<file path="src/pio_defines.svh">
// Register offsets, field positions and reset values of the port block.
`ifndef PIO_DEFINES_SVH
`define PIO_DEFINES_SVH

// ============================================================
// Register byte offsets
`define PIO_OFS_P0_DATA 8'h00
`define PIO_OFS_P0_DIR 8'h04
`define PIO_OFS_RT_CTL 8'h08
`define PIO_OFS_P1_DATA 8'h0C
`define PIO_OFS_P1_DIR 8'h10
`define PIO_OFS_P2_DATA 8'h14
`define PIO_OFS_P3_DATA 8'h18
`define PIO_OFS_P3_DIR 8'h1C
`define PIO_OFS_P3_FSEL 8'h20
`define PIO_OFS_PULLUP 8'h24
`define PIO_OFS_BITOP 8'h28
`define PIO_OFS_STATUS 8'h2C

// ============================================================
// Field positions
`define PIO_RT_LO_BIT 3
`define PIO_RT_HI_BIT 7
`define PIO_PU_P1_BIT 1
`define PIO_PU_P2_BIT 2
`define PIO_PU_P3_BIT 3
`define PIO_BITOP_IDX_LSB 0
`define PIO_BITOP_TGT_LSB 3
`define PIO_BITOP_VAL_BIT 6
`define PIO_P3_CLR_BIT 4
`define PIO_P3_SI_BIT 5
`define PIO_P3_SO_BIT 6
`define PIO_P3_SCK_BIT 7

// ============================================================
// Values
`define PIO_P0_DRIVE 8'h00
`define PIO_RST_LATCH 8'h00
`define PIO_RST_DIR 8'hFF
`define PIO_RST_FSEL 8'h00
`define PIO_RST_RT_CTL 8'h00
`define PIO_RST_PULLUP 8'h00
`define PIO_P3_INONLY 8'h30
`define PIO_P2_PU_MASK 8'hFC

`endif

</file>
<file path="src/pio_pkg.sv">
// Types shared by the port block modules.
package pio_pkg;

    // Targets of the single-bit manipulation command.
    typedef enum logic [2:0] {
        PIO_TGT_P0_LAT = 3'b000,
        PIO_TGT_RT_CTL = 3'b001,
        PIO_TGT_P1_LAT = 3'b010,
        PIO_TGT_P3_LAT = 3'b011,
        PIO_TGT_P0_DIR = 3'b100,
        PIO_TGT_P1_DIR = 3'b101,
        PIO_TGT_P3_DIR = 3'b110,
        PIO_TGT_PULLUP = 3'b111
    } pio_tgt_e;

    typedef struct packed {
        logic ack;
        logic [31:0] dat;
        logic [7:0] p0_lat;
        logic [7:0] p0_dir;
        logic [7:0] rt_ctl;
        logic [7:0] p1_lat;
        logic [7:0] p1_dir;
        logic [7:0] p3_lat;
        logic [7:0] p3_dir;
        logic [7:0] p3_fsel;
        logic [7:0] pu;
        logic refused;
        logic [7:0] p0_oe;
        logic [7:0] p1_oe;
        logic [7:0] p1_pu;
        logic [7:0] p2_pu;
        logic [7:0] p3_o;
        logic [7:0] p3_oe;
        logic [7:0] p3_pu;
        logic [7:0] p2_alt;
        logic t0clr;
        logic si;
        logic sckin;
    } pio_state_s;

endpackage

</file>
<file path="src/pio_bitop.sv">
// Single-bit merge used by the bit manipulation command.
`timescale 1ns/1ps
module pio_bitop (
    input wire logic [7:0] old_i, // Whole byte as read back.
    input wire logic [2:0] idx_i, // Bit to change.
    input wire logic val_i, // New value of that bit.
    output logic [7:0] new_o // Byte to write back.
);
    logic [7:0] mask;

    always_comb begin
        mask = 8'h01 << idx_i;
        new_o = (old_i & ~mask) | (val_i ? mask : 8'h00);
    end
endmodule // pio_bitop

</file>
<file path="src/pio_ports.sv">
// Ports 0 to 3 with direction (ports 0, 1, 3), function select (port 3) and pull-up control (ports 1 to 3).
`timescale 1ns/1ps
`include "pio_defines.svh"
module pio_ports
    import pio_pkg::*;
(
    input wire logic clk_i, // System clock, 10 MHz.
    input wire logic rst_i, // Synchronous reset, active high.
    input wire logic wb_cyc_i, // Wishbone cycle.
    input wire logic wb_stb_i, // Wishbone strobe.
    input wire logic wb_we_i, // Wishbone write enable.
    input wire logic [7:0] wb_adr_i, // Wishbone byte address.
    input wire logic [3:0] wb_sel_i, // Wishbone byte selects.
    input wire logic [31:0] wb_dat_i, // Wishbone write data.
    output logic [31:0] wb_dat_o, // Wishbone read data.
    output logic wb_ack_o, // Wishbone acknowledge.
    output logic [7:0] p0_o, // Port 0 pin output levels.
    output logic [7:0] p0_oe_o, // Port 0 output enables.
    input wire logic [7:0] p1_i, // Port 1 pin levels.
    output logic [7:0] p1_o, // Port 1 pin output levels.
    output logic [7:0] p1_oe_o, // Port 1 output enables.
    output logic [7:0] p1_pu_o, // Port 1 pull-up enables.
    input wire logic [7:0] p2_i, // Port 2 pin levels.
    output logic [7:0] p2_pu_o, // Port 2 pull-up enables.
    input wire logic [7:0] p3_i, // Port 3 pin levels.
    output logic [7:0] p3_o, // Port 3 pin output levels.
    output logic [7:0] p3_oe_o, // Port 3 output enables.
    output logic [7:0] p3_pu_o, // Port 3 pull-up enables.
    output logic nmi_o, // Nonmaskable interrupt input level.
    output logic ext_irq0_o, // External interrupt 0 level.
    output logic ext_irq1_o, // External interrupt 1 level.
    output logic ext_irq2_o, // External interrupt 2 level.
    output logic capture_trig_a_o, // Capture trigger a level.
    output logic capture_trig_b_o, // Capture trigger b level.
    output logic capture_trig_c_o, // Capture trigger c level.
    output logic counter_clear_in_o, // Counter capture clear level.
    input wire logic timer0_out0_i, // Timer 0 output 0.
    input wire logic timer0_out1_i, // Timer 0 output 1.
    input wire logic timer0_out2_i, // Timer 0 output 2.
    input wire logic timer1_out1_i, // Timer 1 output 1.
    output logic timer0_clear_in_o, // Timer 0 clear input level.
    output logic sio_si_o, // Serial data input level.
    input wire logic sio_so_i, // Serial data output value.
    input wire logic sio_so_oe_i, // Serial data output enable.
    input wire logic sio_sck_i, // Serial clock output value.
    input wire logic sio_sck_oe_i, // Serial clock output enable.
    output logic sio_sck_in_o // Serial clock input level.
);

    // ============================================================
    // Pin synchronisers
    logic [23:0] pins_sync;
    logic [7:0] p1_pin;
    logic [7:0] p2_pin;
    logic [7:0] p3_pin;

    pio_sync #(
        .WIDTH(24)
    ) u_sync (
        .clk_i(clk_i),
        .rst_i(rst_i),
        .d_i({p3_i, p2_i, p1_i}),
        .q_o(pins_sync)
    );

    assign p1_pin = pins_sync[7:0];
    assign p2_pin = pins_sync[15:8];
    assign p3_pin = pins_sync[23:16];

    // ============================================================
    // State
    pio_state_s s_r;
    pio_state_s s_nxt;

    logic req;
    logic wr;
    logic [7:0] wbyte;
    logic [7:0] p1_read;
    logic [7:0] p3_in_mode;
    logic [7:0] p3_read;
    logic [7:0] bit_old;
    logic [7:0] bit_new;
    logic [2:0] bit_idx;
    logic bit_val;
    pio_tgt_e bit_tgt;
    logic rt_force;

    assign req = wb_cyc_i & wb_stb_i & ~s_r.ack;
    assign wr = req & wb_we_i & wb_sel_i[0];
    assign wbyte = wb_dat_i[7:0];
    assign bit_idx = wb_dat_i[`PIO_BITOP_IDX_LSB +: 3];
    assign bit_val = wb_dat_i[`PIO_BITOP_VAL_BIT];
    assign bit_tgt = pio_tgt_e'(wb_dat_i[`PIO_BITOP_TGT_LSB +: 3]);

    // ============================================================
    // Read-back views of the ports
    // one is input
    // Input pins read the pin, output pins read their latch.
    assign p1_read = (p1_pin & s_r.p1_dir) | (s_r.p1_lat & ~s_r.p1_dir);

    // port-mode inputs only
    // Pins 4 and 5 count as inputs while in port mode, whatever their
    // direction bits say; in control mode the direction bit decides.
    assign p3_in_mode = s_r.p3_dir | (`PIO_P3_INONLY & ~s_r.p3_fsel);
    assign p3_read = (p3_pin & (p3_in_mode | s_r.p3_fsel))
        | (s_r.p3_lat & ~(p3_in_mode | s_r.p3_fsel));

    // byte read-back
    // The whole byte is read and written back, so latches of input
    // pins take up whatever level their pins show at that moment.
    always_comb begin
        unique case (bit_tgt)
            PIO_TGT_P0_LAT: bit_old = s_r.p0_lat;
            PIO_TGT_RT_CTL: bit_old = s_r.rt_ctl;
            PIO_TGT_P1_LAT: bit_old = p1_read;
            PIO_TGT_P3_LAT: bit_old = p3_read;
            PIO_TGT_PULLUP: bit_old = s_r.pu;
            PIO_TGT_P0_DIR,
            PIO_TGT_P1_DIR,
            PIO_TGT_P3_DIR: bit_old = 8'h00;
        endcase
    end

    pio_bitop u_bitop (
        .old_i(bit_old),
        .idx_i(bit_idx),
        .val_i(bit_val),
        .new_o(bit_new)
    );

    assign rt_force = s_r.rt_ctl[`PIO_RT_LO_BIT] & s_r.rt_ctl[`PIO_RT_HI_BIT];

    // ============================================================
    // Next state
    always_comb begin
        s_nxt = s_r;
        s_nxt.ack = req;
        s_nxt.dat = 32'h0000_0000;

        // Register writes take effect at the edge that raises ack.
        if (wr) begin
            unique case (wb_adr_i)
                `PIO_OFS_P0_DATA: s_nxt.p0_lat = wbyte;
                `PIO_OFS_P0_DIR: s_nxt.p0_dir = wbyte;
                `PIO_OFS_RT_CTL: s_nxt.rt_ctl = wbyte;
                `PIO_OFS_P1_DATA: s_nxt.p1_lat = wbyte;
                `PIO_OFS_P1_DIR: s_nxt.p1_dir = wbyte;
                `PIO_OFS_P3_DATA: s_nxt.p3_lat = wbyte;
                `PIO_OFS_P3_DIR: s_nxt.p3_dir = wbyte;
                `PIO_OFS_P3_FSEL: s_nxt.p3_fsel = wbyte;
                `PIO_OFS_PULLUP: s_nxt.pu = wbyte;
                `PIO_OFS_BITOP: begin
                    unique case (bit_tgt)
                        PIO_TGT_RT_CTL: s_nxt.rt_ctl = bit_new;
                        PIO_TGT_P0_LAT: s_nxt.p0_lat = bit_new;
                        PIO_TGT_P1_LAT: s_nxt.p1_lat = bit_new;
                        PIO_TGT_P3_LAT: s_nxt.p3_lat = bit_new;
                        PIO_TGT_PULLUP: s_nxt.pu = bit_new;
                        // no bit operation
                        // Direction registers refuse bit operations; the
                        // attempt is only recorded in the status flag.
                        PIO_TGT_P0_DIR,
                        PIO_TGT_P1_DIR,
                        PIO_TGT_P3_DIR: s_nxt.refused = 1'b1;
                    endcase
                end
                `PIO_OFS_STATUS: begin
                    // Write one clears the flag; a new refusal in the
                    // same cycle cannot arrive, as both share the bus.
                    if (wbyte[0]) begin
                        s_nxt.refused = 1'b0;
                    end
                end
                default: begin
                end
            endcase
        end

        // Reads; unmapped addresses read zero and are still acked.
        if (req & ~wb_we_i) begin
            unique case (wb_adr_i)
                `PIO_OFS_P0_DATA: s_nxt.dat[7:0] = s_r.p0_lat;
                `PIO_OFS_P0_DIR: s_nxt.dat[7:0] = s_r.p0_dir;
                `PIO_OFS_RT_CTL: s_nxt.dat[7:0] = s_r.rt_ctl;
                `PIO_OFS_P1_DATA: s_nxt.dat[7:0] = p1_read;
                `PIO_OFS_P1_DIR: s_nxt.dat[7:0] = s_r.p1_dir;
                `PIO_OFS_P2_DATA: s_nxt.dat[7:0] = p2_pin;
                `PIO_OFS_P3_DATA: s_nxt.dat[7:0] = p3_read;
                `PIO_OFS_P3_DIR: s_nxt.dat[7:0] = s_r.p3_dir;
                `PIO_OFS_P3_FSEL: s_nxt.dat[7:0] = s_r.p3_fsel;
                `PIO_OFS_PULLUP: s_nxt.dat[7:0] = s_r.pu;
                `PIO_OFS_STATUS: s_nxt.dat[0] = s_r.refused;
                default: s_nxt.dat = 32'h0000_0000;
            endcase
        end

        // ========================================================
        // Port 0 buffer control
        // float when off
        // no pull-ups
        // Port 0 has no pull-up output, and no pull-up bit is read here.
        if (rt_force || s_r.p0_dir == `PIO_P0_DRIVE) begin
            s_nxt.p0_oe = 8'hFF;
        end else begin
            s_nxt.p0_oe = 8'h00;
        end

        // ========================================================
        // Port 1
        // zero drives
        s_nxt.p1_oe = ~s_r.p1_dir;
        s_nxt.p1_pu = s_r.pu[`PIO_PU_P1_BIT] ? s_r.p1_dir : 8'h00;

        // ========================================================
        // Port 2
        // grouped pull-up
        s_nxt.p2_pu = s_r.pu[`PIO_PU_P2_BIT] ? `PIO_P2_PU_MASK : 8'h00;
        s_nxt.p2_alt = p2_pin;

        // ========================================================
        // Port 3
        // per-bit direction
        s_nxt.p3_o = s_r.p3_lat;
        s_nxt.p3_oe = ~p3_in_mode;
        // control use
        // Timer outputs take pins 0 to 3 over completely; the serial
        // unit decides itself when its data and clock pins drive.
        if (s_r.p3_fsel[0]) begin
            s_nxt.p3_o[0] = timer0_out0_i;
            s_nxt.p3_oe[0] = 1'b1;
        end
        if (s_r.p3_fsel[1]) begin
            s_nxt.p3_o[1] = timer0_out1_i;
            s_nxt.p3_oe[1] = 1'b1;
        end
        if (s_r.p3_fsel[2]) begin
            s_nxt.p3_o[2] = timer0_out2_i;
            s_nxt.p3_oe[2] = 1'b1;
        end
        if (s_r.p3_fsel[3]) begin
            s_nxt.p3_o[3] = timer1_out1_i;
            s_nxt.p3_oe[3] = 1'b1;
        end
        if (s_r.p3_fsel[`PIO_P3_CLR_BIT]) begin
            s_nxt.p3_oe[`PIO_P3_CLR_BIT] = 1'b0;
        end
        if (s_r.p3_fsel[`PIO_P3_SI_BIT]) begin
            s_nxt.p3_oe[`PIO_P3_SI_BIT] = 1'b0;
        end
        if (s_r.p3_fsel[`PIO_P3_SO_BIT]) begin
            s_nxt.p3_o[`PIO_P3_SO_BIT] = sio_so_i;
            s_nxt.p3_oe[`PIO_P3_SO_BIT] = sio_so_oe_i;
        end
        if (s_r.p3_fsel[`PIO_P3_SCK_BIT]) begin
            s_nxt.p3_o[`PIO_P3_SCK_BIT] = sio_sck_i;
            s_nxt.p3_oe[`PIO_P3_SCK_BIT] = sio_sck_oe_i;
        end
        // bits 4, 5 included
        // Control-mode pins are pulled up whenever their direction bit
        // says input, so software must clear it to avoid the load.
        s_nxt.p3_pu = s_r.pu[`PIO_PU_P3_BIT] ? p3_in_mode : 8'h00;
        // Control inputs see their pins only while selected, so an
        // idle unit does not pick up port traffic.
        s_nxt.t0clr = s_r.p3_fsel[`PIO_P3_CLR_BIT]
            & p3_pin[`PIO_P3_CLR_BIT];
        s_nxt.si = s_r.p3_fsel[`PIO_P3_SI_BIT] & p3_pin[`PIO_P3_SI_BIT];
        s_nxt.sckin = s_r.p3_fsel[`PIO_P3_SCK_BIT]
            & p3_pin[`PIO_P3_SCK_BIT];
    end

    // ============================================================
    // State register
    always_ff @(posedge clk_i) begin
        if (rst_i) begin
            s_r <= '0;
            s_r.p0_lat <= `PIO_RST_LATCH;
            s_r.p0_dir <= `PIO_RST_DIR;
            s_r.rt_ctl <= `PIO_RST_RT_CTL;
            s_r.p1_lat <= `PIO_RST_LATCH;
            s_r.p1_dir <= `PIO_RST_DIR;
            s_r.p3_lat <= `PIO_RST_LATCH;
            s_r.p3_dir <= `PIO_RST_DIR;
            s_r.p3_fsel <= `PIO_RST_FSEL;
            s_r.pu <= `PIO_RST_PULLUP;
        end else begin
            s_r <= s_nxt;
        end
    end

    // ============================================================
    // Outputs, all straight from the state register
    assign wb_dat_o = s_r.dat;
    assign wb_ack_o = s_r.ack;
    assign p0_o = s_r.p0_lat;
    assign p0_oe_o = s_r.p0_oe;
    assign p1_o = s_r.p1_lat;
    assign p1_oe_o = s_r.p1_oe;
    assign p1_pu_o = s_r.p1_pu;
    assign p2_pu_o = s_r.p2_pu;
    assign p3_o = s_r.p3_o;
    assign p3_oe_o = s_r.p3_oe;
    assign p3_pu_o = s_r.p3_pu;
    assign nmi_o = s_r.p2_alt[0];
    assign ext_irq0_o = s_r.p2_alt[1];
    assign ext_irq1_o = s_r.p2_alt[2];
    assign ext_irq2_o = s_r.p2_alt[3];
    assign capture_trig_a_o = s_r.p2_alt[4];
    assign capture_trig_b_o = s_r.p2_alt[5];
    assign capture_trig_c_o = s_r.p2_alt[6];
    assign counter_clear_in_o = s_r.p2_alt[7];
    assign timer0_clear_in_o = s_r.t0clr;
    assign sio_si_o = s_r.si;
    assign sio_sck_in_o = s_r.sckin;

endmodule // pio_ports

</file>
<file path="src/pio_sync.sv">
// Two-flop synchroniser for a bus of pin inputs.
`timescale 1ns/1ps
module pio_sync #(
    parameter int WIDTH = 24
) (
    input wire logic clk_i, // System clock.
    input wire logic rst_i, // Synchronous reset, active high.
    input wire logic [WIDTH-1:0] d_i, // Asynchronous pin levels.
    output logic [WIDTH-1:0] q_o // Synchronised levels.
);
    logic [WIDTH-1:0] meta_r;
    logic [WIDTH-1:0] q_r;

    always_ff @(posedge clk_i) begin
        if (rst_i) begin
            meta_r <= '0;
            q_r <= '0;
        end else begin
            meta_r <= d_i;
            q_r <= meta_r;
        end
    end

    assign q_o = q_r;
endmodule // pio_sync

</file>
<file path="config.mk">
export PLATFORM = sky130hd
export DESIGN_NAME = pio_ports
export DESIGN_NICKNAME = d
export VERILOG_FILES = /design/src/pio_pkg.sv /design/src/pio_bitop.sv /design/src/pio_ports.sv /design/src/pio_sync.sv
export VERILOG_INCLUDE_DIRS = /design/src
export SDC_FILE = /design/constraint.sdc
export NUM_CORES = 1
export LEC_CHECK = 0
export BUFFER_PORTS_ARGS = -buffer_cell sky130_fd_sc_hd__buf_2
export CAP_MARGIN = 20
export CELL_PAD_IN_SITES_DETAIL_PLACEMENT = 1
export CELL_PAD_IN_SITES_GLOBAL_PLACEMENT = 2
export CORE_ASPECT_RATIO = 0.7
export CORE_MARGIN = 3
export CORE_UTILIZATION = 29
export DETAILED_ROUTE_END_ITERATION = 16
export PLACE_DENSITY_LB_ADDON = 0.1
export SLEW_MARGIN = 25
export SYNTH_ARGS = -nofsm -noshare
export SYNTH_HDL_FRONTEND = slang
export SYNTH_SLANG_ARGS = --single-unit
</file>
<file path="constraint.sdc">
create_clock -name clk_i -period 1.8 [get_ports clk_i]
set_input_delay 0.09 -clock clk_i [delete_from_list [all_inputs] [get_ports clk_i]]
set_output_delay 0.09 -clock clk_i [all_outputs]
set_load 0.05 [all_outputs]
</file>
==> reports/qor.txt <==
nets@finish: 1167
DR WL/cell: 23.0 um
clk root buf: clkbuf_16
routability cong.: 0.879
# clock sinks: 183
most frequent cells in the layout: dfxtp_1 (182), buf_2 (142), buf_4 (133)
crit path max fanout: 10
DRC: 0
Post-synth EDFFs: 0
PwrDens: 829 nW/um^2
Clock Latency Late Sink: 0.45 ns
Seq/Total Area, Yosys: 45.4%
largest family of logic cells by synthesized area: simple AND/OR/NAND/NOR gates
max incr delay on CP: 0.36 ns
CTS tree: yes
maximum VDD drop: 0.620 mV
sw power: 2410 uW
vias post-DR: 7111
Hold Fails Final Rpt: 0
pin count of the biggest net entering global routing: 91
antenna violations before repair: 2
Worst Path Required: 2.12 ns
design area: 10600 sq um
Antenna Nets Post-Route: 0
Die Y: 146 um
number of global-route vias before repair: 7353
Setup WS pre-CTS: -0.271 ns
row cnt: 50
RSZ-0062 raised after global routing: true
Final Skew: 0.0108 ns
Total GRT Usage: 22.4%
MaxCap Viol Count: 0
Starting Density: 29.9%
die area: 29900 sq um
Top reg by flops: s_r
Most used DFF post-synth: dfxtp_1
P&R area growth vs syn: 31.6%
slew margin rel.: 44.5%
Crit path max-delay family: simple AND/OR/NAND/NOR gates
Synth Area in Adders: 0%
first-pass GRT wire length: 49100 um
crit path buf inv count: 2
min-delay worst type: in2reg
Clk pwr share: 43.3%
post-synthesis mux area share: 9.16%
core box area: 27000 sq um
IO Port Bufs: 143
commonest non-fill, non-tap cell in the layout: dfxtp_1
Syn Inst Count: 872
FFs w/ async S/R, synth: 0%
Routed WL: 33700 um
cell area after synthesis: 8070 sq um
Vias/cell: 4.86
Worst-Margin Slew: 0.821 ns
share of cells above drive strength 1: 33.6%
logic gate share of total power: 9.7%
Leak: 0.00448 uW
grt ovf: 0
drt pass-1 iters: 5
Fmax: 0.563 GHz
flop and latch count out of synthesis: 183
crit path time final: 1.78 ns
CP Capture Type: flop
critical path startpoint category: flop
area post-placement: 9550 sq um
Synth Area in XOR/XNOR: 0%
Die Span X: 205 um
worst path cell trace: nand3b_1 -> or2_4 -> buf_12 -> or3_4 -> buf_6 -> nand3_1 -> o31ai_2
# diodes: 0
critical path class: reg2reg
final setup violating endpoints: 0
CTS Buf Count: 17
Synth Area in Compound Gates: 12.0%
Final HPWL DP: 26300 um
Pint: 6390 uW
status: finished, final reports clean
number of flip-flops in the largest register: 55
Seq pwr share: 47.0%
Slew Limit Fails: 0
crit path DAT: 2.09 ns
worst setup margin: 0.0227 ns
Netlist cell types: 65
Slowest cell on crit path: or3_4
Clk pin slew, worst setup/hold paths: 0.07 ns
I/O Pins: 197
Syn Area/Cell: 9.25 sq um
Fillers: 3130
htree depth: 4
Sw Ratio: 27.4%
DR iter-0 viols: 500
Synth Area in Simple Gates: 20.4%
crit share post-route: 98.7%
Syn. warnings: 0
CTS max path bufs: 2
==> cell type report <==
cell class / count / area, sq um / share of cell area [%]
Sequential cell: 183 / 3670 / 34.5
Clock inverter: 15 / 159 / 1.50
Inverter: 9 / 33.8 / 0.318
Timing Repair Buffer: 325 / 2350 / 22.1
Tap cell: 364 / 455 / 4.29
Clock buffer: 17 / 425 / 4.00
Multi-Input combinational cell: 550 / 3540 / 33.3
==> layer usage <==
layer	GRT usage (%)	vias to the layer above	part of all wire (%)
li1	-	3309	-
met1	34.2	3568	52
met2	31.4	204	41
met3	4.67	30	5.4
met4	6.15	0	1.5
met5	0	-	0
==> repair_timing <==
item	in CTS	in global routing
setup buffers	4	2
gates cloned	0	1
pin swaps	2	6
hold endpoints to repair	32	0
endpoints found under the setup margin	13	40
hold buffers	32	0
gates resized for setup	5	19
==> cell usage after synthesis, types with 3 or more instances <==
cell | number | area (sq um)
nor2_1 | 54 | 203
o22ai_1 | 13 | 81.3
mux2_2 | 11 | 124
or3_1 | 5 | 31.3
a22oi_1 | 15 | 113
nor3_1 | 8 | 40.0
nor3b_1 | 5 | 37.5
a211oi_1 | 5 | 37.5
and2_1 | 15 | 93.8
clkbuf_1 | 35 | 131
o211ai_1 | 7 | 52.6
nor4_1 | 5 | 31.3
buf_1 | 4 | 15.0
a32oi_1 | 3 | 26.3
o221ai_1 | 4 | 35.0
nand3_1 | 30 | 150
nand2_1 | 78 | 293
nand3b_1 | 4 | 30.0
nor2b_1 | 67 | 419
buf_4 | 106 | 796
a21oi_1 | 33 | 165
mux2i_1 | 57 | 571
o31ai_1 | 6 | 45.0
nor3_4 | 3 | 48.8
buf_2 | 10 | 50.1
dfxtp_1 | 183 | 3660
inv_1 | 8 | 30.0
a22o_1 | 4 | 35.0
and3_1 | 7 | 43.8
a31oi_1 | 7 | 43.8
o21ai_0 | 31 | 155
==> logic make-up after synthesis <==
kind of cell	count (synthesis)
simple gates	304
buf+inv	166
mux	70
other cells	1
compound gates	148
flops	183
==> path summary, 6_finish.rpt <==
path / from / to / slack [ns] / cells past startpoint
worst min-delay path: wb_stb_i / wb_ack_o$_SDFF_PP0_ / 0.02 / 4
worst max register to register: wb_ack_o$_SDFF_PP0_ / s_r[123]$_SDFFE_PP0P_ / 0.02 / 7
worst max-delay path: wb_ack_o$_SDFF_PP0_ / s_r[123]$_SDFFE_PP0P_ / 0.02 / 7
worst min register to register: u_sync.meta_r[7]$_SDFF_PP0_ / u_sync.q_o[7]$_SDFF_PP0_ / 0.43 / 1
==> worst register-to-register path, cell delays in order, from the launching register on <==
cell and delay, ns:
dfxtp_4 0.34, nand3b_1 0.16, or2_4 0.29, buf_12 0.15, or3_4 0.36, buf_6 0.16, nand3_1 0.10, o31ai_2 0.08
==> metrics by stage <==
step | hold slack (ns) | util, % | TNS [ns] | total power [uW] | instances
final | 0.0199 | 39.3 | 0 | 8800 | 1463
after global routing | 0.0345 | 39.3 | -0.0628 | 9120 | 1463
after CTS | 0.00632 | 38.9 | -0.223 | 8870 | 1460
after detailed placement | 0.305 | 35.3 | -7.31 | 5010 | 1392
after global placement | 0.299 | 35.3 | -6.17 | 5000 | 1392
after floorplan | 0.218 | - | -0.974 | 4700 | 899
==> power groups by stage <==
| stage | clock network (uW) | logic [uW] | registers, uW |
|---|---|---|---|
| finish | 3810 | 853 | 4140 |
| global route | 4070 | 907 | 4140 |
| CTS | 3900 | 840 | 4130 |
| detailed placement | 0 | 778 | 4230 |
| global placement | 0 | 772 | 4230 |
| floorplan | 0 | 474 | 4230 |
No activity file was read; power rests on OpenSTA's default activity.
